**src/hdl/vae_regs.vh**
```
// Constants for the logical address and request event block.
// Assumes inclusion by bare name from design files.
`ifndef VAE_REGS_VH
`define VAE_REGS_VH
`define VAE_ADDR_WIDTH      8
`define VAE_ADDR_DYNAMIC    8'hFF
`define VAE_ADDR_ILLEGAL    8'h00
`define VAE_ADDR_RESET      8'h00
`define VAE_LINE_WIDTH      3
`define VAE_LINE_RESET      3'h0
`define VAE_IDENT_VAL       8'h01
`define VAE_STB_WIDTH       8
`define VAE_EVT_NONE        2'h0
`define VAE_EVT_TRUE        2'h1
`define VAE_EVT_FALSE       2'h2
`endif

```
**src/hdl/vae_req_level.v**
```verilog
// Combined enabled service request level and edge detector.
// Assumes status byte and enable mask are synchronous to mclk_i.
`timescale 1ns/1ps
`include "vae_regs.vh"
module vae_req_level #(
    parameter W = 8
) (
    // Clock and reset
    input  wire         mclk_i,
    input  wire         rst_b_i,
    // Status inputs
    input  wire [W-1:0] stb_i,
    input  wire [W-1:0] sre_i,
    // Level and edges
    output wire         level_o,
    output wire         rise_o,
    output wire         fall_o
);
    reg  [W-1:0] hit_r;
    wire [W-1:0] hit_nxt;
    reg          lvl_r;
    genvar g;
    // ------------------------------------------------------------
    // Per-bit enabled request
    // ------------------------------------------------------------
    generate
        for (g = 0; g < W; g = g + 1) begin : g_bit
            assign hit_nxt[g] = stb_i[g] & sre_i[g];
        end
    endgenerate
    always @(posedge mclk_i or negedge rst_b_i) begin
        if (!rst_b_i) begin
            hit_r <= {W{1'b0}};
            lvl_r <= 1'b0;
        end else begin
            hit_r <= hit_nxt;
            lvl_r <= |hit_r;
        end
    end
    assign level_o = lvl_r;
    assign rise_o  = (|hit_r) & ~lvl_r;
    assign fall_o  = ~(|hit_r) & lvl_r;
endmodule // vae_req_level

```
**src/hdl/vae_addr_events.v**
```verilog
// Logical address decode and request true / false interrupt events.
// Assumes switch, command and status inputs synchronous to mclk_i.
//
// Summary of operation
// - Eight switches give address or dynamic request
// - All ones selects dynamic, manager assigns address
// - Otherwise switch value is the address
// - Switch on gives one, off zero
// - Switch eight is MSB, one LSB
// - Address zero never accepted
// - One interrupt line, assigned by manager
// - Interrupter identifier reads as one
// - First enabled status bit rising, with none set before, raises request true
// - All enabled causes gone raise request false
`timescale 1ns/1ps
`include "vae_regs.vh"

module vae_addr_events (
    // Clock and reset
    input  wire        mclk_i,
    input  wire        rst_b_i,

    // Address switches, index 0 is switch labelled 1 (on = 1)
    input  wire [7:0]  addr_sw_i,

    // Manager address assignment
    input  wire        addr_assign_i,
    input  wire [7:0]  addr_assign_val_i,

    // Manager interrupter line assignment
    input  wire        line_assign_i,
    input  wire [2:0]  line_assign_val_i,

    // Status byte and service request enable
    input  wire [7:0]  status_byte_i,
    input  wire [7:0]  srq_enable_i,

    // Interrupt acknowledge
    input  wire        irq_ack_i,

    // Configuration outputs
    output wire [7:0]  logical_address_value_o,
    output wire        addr_valid_o,
    output wire        dynamic_cfg_o,
    output wire [7:0]  interrupter_identifier_o,
    output wire [2:0]  int_line_o,
    output wire        line_valid_o,

    // Interrupt request
    output wire        irq_o,
    output wire [1:0]  irq_event_o,
    output wire        req_level_o
);

    // ------------------------------------------------------------
    // Address states
    // ------------------------------------------------------------
    localparam [1:0] ST_CAPTURE  = 2'h0;
    localparam [1:0] ST_STATIC   = 2'h1;
    localparam [1:0] ST_DYN_WAIT = 2'h2;
    localparam [1:0] ST_DYN_SET  = 2'h3;

    // ------------------------------------------------------------
    // Declarations
    // ------------------------------------------------------------
    reg  [1:0]  addr_st_r;
    reg  [1:0]  addr_st_nxt;
    reg  [7:0]  addr_val_r;
    reg  [7:0]  addr_val_nxt;
    reg         addr_ok_r;
    reg         addr_ok_nxt;
    reg         dyn_r;
    reg         dyn_nxt;

    reg  [2:0]  line_r;
    reg  [2:0]  line_nxt;
    reg         line_ok_r;
    reg         line_ok_nxt;

    reg         irq_r;
    reg         irq_nxt;
    reg  [1:0]  evt_r;
    reg  [1:0]  evt_nxt;

    wire [7:0]  sw_val;
    wire        sw_dyn;
    wire        sw_zero;
    wire        assign_take;
    wire        rise;
    wire        fall;
    wire        evt_true;
    wire        evt_false;

    genvar      g;

    // ------------------------------------------------------------
    // Switch decode
    // ------------------------------------------------------------
    // Each switch feeds its own bit; switch 1 is bit 0, switch 8 bit 7
    generate
        for (g = 0; g < 8; g = g + 1) begin : g_sw
            assign sw_val[g] = addr_sw_i[g];
        end
    endgenerate

    assign sw_dyn  = (sw_val == `VAE_ADDR_DYNAMIC);
    assign sw_zero = (sw_val == `VAE_ADDR_ILLEGAL);

    // Zero assignment ignored so address zero is never used
    assign assign_take = addr_assign_i &&
                         (addr_assign_val_i != `VAE_ADDR_ILLEGAL);

    // ------------------------------------------------------------
    // Address state machine
    // ------------------------------------------------------------
    // Strap is caught once after reset; later switch moves are ignored
    always @* begin
        addr_st_nxt  = addr_st_r;
        addr_val_nxt = addr_val_r;
        addr_ok_nxt  = addr_ok_r;
        dyn_nxt      = dyn_r;
        case (addr_st_r)
            ST_CAPTURE: begin
                dyn_nxt = sw_dyn;
                if (sw_dyn) begin
                    addr_st_nxt = ST_DYN_WAIT;
                end else begin
                    addr_st_nxt = ST_STATIC;
                    if (!sw_zero) begin
                        addr_val_nxt = sw_val;
                        addr_ok_nxt  = 1'b1;
                    end
                end
            end
            ST_STATIC: begin
                // Manager assignments have no effect in static mode
                addr_st_nxt = ST_STATIC;
            end
            ST_DYN_WAIT: begin
                if (assign_take) begin
                    addr_val_nxt = addr_assign_val_i;
                    addr_ok_nxt  = 1'b1;
                    addr_st_nxt  = ST_DYN_SET;
                end
            end
            ST_DYN_SET: begin
                // A later assignment may move the address again
                if (assign_take) begin
                    addr_val_nxt = addr_assign_val_i;
                    addr_ok_nxt  = 1'b1;
                end
            end
            default: begin
                addr_st_nxt  = ST_CAPTURE;
                addr_val_nxt = `VAE_ADDR_RESET;
                addr_ok_nxt  = 1'b0;
                dyn_nxt      = 1'b0;
            end
        endcase
    end

    always @(posedge mclk_i or negedge rst_b_i) begin
        if (!rst_b_i) begin
            addr_st_r  <= ST_CAPTURE;
            addr_val_r <= `VAE_ADDR_RESET;
            addr_ok_r  <= 1'b0;
            dyn_r      <= 1'b0;
        end else begin
            addr_st_r  <= addr_st_nxt;
            addr_val_r <= addr_val_nxt;
            addr_ok_r  <= addr_ok_nxt;
            dyn_r      <= dyn_nxt;
        end
    end

    assign logical_address_value_o = addr_val_r;
    assign addr_valid_o            = addr_ok_r;
    assign dynamic_cfg_o           = dyn_r;

    // ------------------------------------------------------------
    // Single interrupter line
    // ------------------------------------------------------------
    assign interrupter_identifier_o = `VAE_IDENT_VAL;

    // Any later assignment replaces the line; there is only one
    always @* begin
        line_nxt    = line_r;
        line_ok_nxt = line_ok_r;
        if (line_assign_i) begin
            line_nxt    = line_assign_val_i;
            line_ok_nxt = 1'b1;
        end
    end

    always @(posedge mclk_i or negedge rst_b_i) begin
        if (!rst_b_i) begin
            line_r    <= `VAE_LINE_RESET;
            line_ok_r <= 1'b0;
        end else begin
            line_r    <= line_nxt;
            line_ok_r <= line_ok_nxt;
        end
    end

    assign int_line_o   = line_r;
    assign line_valid_o = line_ok_r;

    // ------------------------------------------------------------
    // Combined request level
    // ------------------------------------------------------------
    vae_req_level #(
        .W (`VAE_STB_WIDTH)
    ) i_vae_req_level (
        .mclk_i  (mclk_i),
        .rst_b_i (rst_b_i),
        .stb_i   (status_byte_i),
        .sre_i   (srq_enable_i),
        .level_o (req_level_o),
        .rise_o  (rise),
        .fall_o  (fall)
    );

    // Events are dropped until a line exists; the level still tracks
    assign evt_true  = rise & line_ok_r;
    assign evt_false = fall & line_ok_r;

    // ------------------------------------------------------------
    // Interrupt event register
    // ------------------------------------------------------------
    // A new edge replaces a pending one; ack loses to a new event
    always @* begin
        irq_nxt = irq_r;
        evt_nxt = evt_r;
        if (evt_true) begin
            irq_nxt = 1'b1;
            evt_nxt = `VAE_EVT_TRUE;
        end else if (evt_false) begin
            irq_nxt = 1'b1;
            evt_nxt = `VAE_EVT_FALSE;
        end else if (irq_ack_i) begin
            irq_nxt = 1'b0;
            evt_nxt = `VAE_EVT_NONE;
        end
    end

    always @(posedge mclk_i or negedge rst_b_i) begin
        if (!rst_b_i) begin
            irq_r <= 1'b0;
            evt_r <= `VAE_EVT_NONE;
        end else begin
            irq_r <= irq_nxt;
            evt_r <= evt_nxt;
        end
    end

    assign irq_o       = irq_r;
    assign irq_event_o = evt_r;

endmodule // vae_addr_events

```
**config.mk**
```make
export PLATFORM = sky130hd
export DESIGN_NAME = vae_addr_events
export DESIGN_NICKNAME = d
export VERILOG_FILES = /design/src/hdl/vae_req_level.v /design/src/hdl/vae_addr_events.v
export VERILOG_INCLUDE_DIRS = /design/src /design/src/hdl
export SDC_FILE = /design/constraint.sdc
export NUM_CORES = 1
export LEC_CHECK = 0
export ABC_AREA = 1
export BUFFER_PORTS_ARGS = -buffer_cell sky130_fd_sc_hd__buf_4
export CORE_UTILIZATION = 45
export CTS_CLUSTER_SIZE = 14
export DETAILED_ROUTE_END_ITERATION = 10
export PLACE_DENSITY = 0.77
export SETUP_SLACK_MARGIN = 0.02
export SLEW_MARGIN = 20
export SYNTH_ARGS = -nofsm -noshare
export SYNTH_HDL_FRONTEND = slang
export SYNTH_HIERARCHICAL = 1
export SYNTH_SLANG_ARGS = --single-unit
```
**constraint.sdc**
```tcl
create_clock -name mclk_i -period 1.57 [get_ports mclk_i]
set_input_delay 0 -clock mclk_i [delete_from_list [all_inputs] [get_ports mclk_i]]
set_output_delay 0 -clock mclk_i [all_outputs]
set_load 0.01 [all_outputs]
```
# After elaboration in Yosys (flattened, before gate mapping)
# Index checks and enable logic that the tools add are counted.
totals:
  word_cells: 60
  ff_bits: 28
  in_bits: 40
classes:
  eq_ne: 8
  mux: 17
  bitwise: 14
  n_reduce_logical: 11
op_table:
  columns: ["op", "n"]
  rows:
  - ["8-bit 2-to-1 mux", 3]
  - ["8-bit case mux with 2 select lines", 1]
  - ["1-bit AND", 12]
  - ["2-bit 2-to-1 mux", 5]
  - ["8-bit equality test, second input constant", 1]
  - ["8-bit zero test", 1]
  - ["8-bit nonzero test", 1]
  - ["8-bit OR reduction", 1]
  - ["1-bit 2-to-1 mux", 6]
  - ["2-bit inequality test, second input constant", 3]
  - ["2-bit case mux with 3 select lines", 1]
  - ["3-bit nonzero test", 2]
  - ["2-bit equality test, second input constant", 2]
  - ["4-bit AND reduction", 1]
  - ["2-bit by 1-bit equality test with 1-bit output, second input constant", 1]
  - ["2-bit zero test", 1]
  - ["2-bit by 1-bit inequality test with 1-bit output, second input constant", 1]
  - ["1-bit NOT", 2]
  - ["1-bit case mux with 2 select lines", 1]
  - ["2-bit AND reduction", 1]
  - ["2-bit nonzero test", 1]
  - ["2-bit OR reduction", 1]
  - ["1-bit logical AND", 1]

# Logic depth before layout (Yosys ltp)
logic_depth:
  word_depth: 6
  depth_mapped: 9
  ltp_nobuf: 9

# By module
# Netlist, hierarchy kept.
by_module_without_submodules:
  columns: ["module", "instances", "cells_each", "area_each_um2"]
  rows:
  - ["vae_addr_events", 1, 143, 1109.8]
  - ["vae_req_level", 1, 36, 337.8]

# Worst setup path before layout
# OpenSTA, ideal clock, no wires.
synth_timing:
  path_type: "reg2reg"
  startpoint: "reg addr_st_r[1]"
  endpoint: "reg addr_val_r[4] (netlist: logical_address_value_o[4])"
  stages_incl_launch_ff: 8
  arrival_time_ns: 1.279
  n_path_buf: 1
  setup_time_ns: 0.066
  period_less_slack_ns: 1.345
  setup_slack_ns: 0.225
  cell_sequence: "dfrtp_1 -> ha_1 -> nor2_1 -> buf_2 -> nand2_1 -> o21ai_0 -> nand3_1 -> nand2_1"
synth_via:
  elab_chain_cells: 4
  elab_cells_between_ends: 10
synth_lines:
  columns: ["element", "line_no", "rtl"]
  rows:
  - ["from (decl)", "vae_addr_events.v:66", "reg [1:0] addr_st_r;"]
  - ["from (signal assigned)", "vae_addr_events.v:169", "addr_st_r <= addr_st_nxt;"]
  - ["2-bit equality test", "vae_addr_events.v:122", "case (addr_st_r)"]
  - ["2-bit OR reduction (no source line)", null, null]
  - ["2-bit by 1-bit inequality test with 1-bit output (no source line) / 2-bit nonzero test (equally long branches)", null, null]
  - ["4-bit AND reduction (no source line)", null, null]
  - ["to (signal assigned)", "vae_addr_events.v:165", "addr_val_r <= `VAE_ADDR_RESET;"]
  - ["to (signal assigned)", "vae_addr_events.v:170", "addr_val_r <= addr_val_nxt;"]
  - ["to (decl)", "vae_addr_events.v:68", "reg [7:0] addr_val_r;"]
# Parallel ways exist; a longest one is shown, timed or not.
# A chain may end at the register's enable or synchronous reset.

# Worst setup path after layout
layout_timing:
  startpoint: "reg addr_st_r[1]"
  endpoint: "reg addr_val_r[2] (netlist: logical_address_value_o[2])"
# The elaborated chain is that of the path after synthesis.

==> flow_summary_export.csv <==
group,metric,value,unit
logic_synthesis,yosysTopAreaCell,"dfrtp_1",
cts,clockBufferDepth,2,
floorplanning,dieHeight,58.7,microns
cts,cts.sinks,28,
cells_and_area,drive_gt1_frac,0.299,
cells_and_area,final_cells,305,
logic_synthesis,syn_avg_cell_area,8.09,sq um
setup_path,critPathLaunch,"addr_st_r[1]",
route,vias_per_cell,4.42,
cts,clock-root-buffer,"clkbuf_4",
floorplanning,die-area,0.00345,sq mm
floorplanning,floorplan.initialDensity,0.474,
setup_path,crit_fanout,13,
route,dr.pass1.iters,4,
floorplanning,rows,20,
cells_and_area,final_cell_area,0.00218,sq mm
cts,cts_tree,"yes",
setup_path,critPathRequiredTime,1.85,ns
route,remaining_drc_errors,0,
sta,max_freq,728,MHz
pwr,p_per_area,711,mW/mm^2
setup_path,end_kind,"flip-flop",
pwr,leakagePower,1.20,nW
placed_design,dp_hpwl,2120,microns
logic_synthesis,ys_types,20,
logic_synthesis,syn_inst,179,
placed_design,gp_congestion,0.841,
setup_path,rr_startpoint,"addr_st_r[1]",
global_routing,grt_start_max_net_pins,29,
sta,grt_setup_unrepaired,"no",
placed_design,numPlacedInstances,278,
cts,clock_latency,0.32,ns
cts,htreeDepth,1,
route,ant_nets,0,
cells_and_area,n_antenna_cell,0,
sta,setup_viol,0,
sta,period_minus_slack,1.37,ns
global_routing,grtUsageTotal,0.193,
cells_and_area,layout_common_cells,"58 x buf_4, 54 x nand2_1, 28 x dfrtp_1",
setup_path,path_class,"flip-flop to flip-flop",
cells_and_area,syn_to_final_growth,50.5,%
pwr,peakVddDrop,0.435,mV
logic_synthesis,yosysSeqAreaShare,0.484,
setup_path,critical_path_arrival,1.65,ns
logic_synthesis,ys.warnings.count,6,
global_routing,grt_pass1_vias,1232,
cells_and_area,nNetsFinal,305,
cts,clk_pin_slew,0.15,ns
run_status,status,"finished, final reports clean",
cells_and_area,final_core_util,0.714,
logic_synthesis,syn-cell-area,0.00145,sq mm
hold_path,hp-class,"input port to flip-flop",
floorplanning,die_w,58.7,microns
sta,finalHoldViolations,0,
route,drt-wirelength-per-cell,9.86,microns
placed_design,dpl_cell_area,0.00190,sq mm
floorplanning,core,0.00305,sq mm
placed_design,port_buffers,57,
global_routing,gr-total-overflow,0,
hold_path,holdCritStartpoint,"addr_assign_i",
route,vias,1347,
flow_run,maxCapViolCount,0,
logic_synthesis,ys_ff_latch,28,
sta,fin_setup_tns,0,ns
logic_synthesis,synth_top_area_frac,0.484,
cells_and_area,layout_commonest_cell,"buf_4",
sta,slew_violations,0,
setup_path,cp-start-kind,"flip-flop",
route,first_iter_violations,70,
cts,numCtsBuffers,3,
pwr,power,0.00155,W
route,wl,3010,microns
global_routing,grt_pass1_wl,5030,microns
floorplanning,num_io_pins,66,
sta,clock_skew,0.00133,ns
sta,finalCritPeriodShare,0.875,
logic_synthesis,synth_area_leaders,"dfrtp_1 48%, nand2_1 14%, inv_1 7.0%",
global_routing,antenna_found_initial,0,
[per-stage QoR]
step / setup slack [ns] / hold WS (ns)
finish: 0.196 / 0.0157
global placement: 0.291 / -0.0648
CTS: 0.198 / 0.0144
detailed placement: 0.238 / -0.0626
floorplan: 0.225 / -0.296
global route: 0.0513 / 0.0250
[cell type report]
cell class / count / area (sq um)
clock buffers: 3 / 22.5
clock inverters: 1 / 30.0
fillers: 252 / 875
inverters: 27 / 101
multi-input cells: 121 / 603
flip-flops and latches: 28 / 701
well taps: 44 / 55.1
repair buffers: 81 / 666
[state kept, by name, indices dropped and copies added, names as in the netlist]
name and cells:
addr_st_r 2, addr_valid_o 1, dynamic_cfg_o 1, i_vae_req_level/hit_r 8
i_vae_req_level/level_o 1, int_line_o 3, irq_event_o 2, irq_o 1
line_valid_o 1, logical_address_value_o 8
[cells in the mapped netlist]
cell / number
or2_2: 1
dfrtp_1: 28
conb_1: 2
nor2_2: 3
o21ai_2: 1
nand2_4: 1
nor3_2: 1
mux2_2: 3
o21ai_0: 11
buf_2: 1
o211ai_1: 1
nor2_1: 11
inv_1: 27
ha_1: 3
nand3_1: 17
nand2_1: 54
nand2_2: 4
nand2_8: 1
buf_4: 8
nand3_2: 1
[logic make-up (layout without fill, tap and decap cells)]
logic type / Yosys count / count (layout) / share of synthesized area
buffers and inverters: 36 / 112 / 0.115
other: 2 / 8 / 0.00519
AOI/OAI and AO/OA: 13 / 13 / 0.0493
and+or+nand+nor: 94 / 94 / 0.297
muxes: 3 / 3 / 0.0233
DFF: 28 / 28 / 0.484
adders and majority gates: 3 / 3 / 0.0259
[critical path, cell delays in order, from the launching register on]
cell and delay (ns):
dfrtp_1 0.51, ha_1 0.26, nor2_1 0.09, buf_4 0.17, nand2_1 0.06, o21ai_0 0.07, nand3_1 0.09, nand2_1 0.08
[routing by layer]
layer / track usage / share of wire / vias to the layer above / wire (microns)
li1: - / - / 699 / -
met1: 0.236 / 0.44 / 602 / 1310
met2: 0.347 / 0.50 / 44 / 1500
met3: 0.0286 / 0.054 / 2 / 163
met4: 0.0612 / 0.0096 / 0 / 29
met5: 0 / 0 / - / 0
[what timing repair did]
action / 4_1_cts / 5_1_grt
hold buffers: 23 / 0
buffers inserted: 0 / 0
hold endpoints to repair: 43 / 0
endpoints found under the setup margin: 0 / 1
gates resized for setup: 0 / 1
[report_power, final]
group | leakage (nW) | switching [W] | internal, W | total, W
clock network | 0.0279 | 0.000211 | 0.000258 | 0.000469
registers | 0.335 | 0.0000187 | 0.000762 | 0.000781
logic | 0.840 | 0.000125 | 0.000173 | 0.000298
[worst paths after layout]
| kind | cells after the start | to | slack [ns] |
|---|---|---|---|
| max in group asynchronous | 2 | addr_st_r[1] | 1.21 |
| min in group asynchronous | 2 | addr_st_r[0] | 0.10 |
| worst min register to register | 2 | addr_valid_o | 0.48 |
| worst max register to register | 7 | logical_address_value_o[2] | 0.20 |
| worst min-delay path | 4 | addr_st_r[0] | 0.02 |
| worst max-delay path | 7 | logical_address_value_o[2] | 0.20 |
Power figures use the tool's default switching activity.
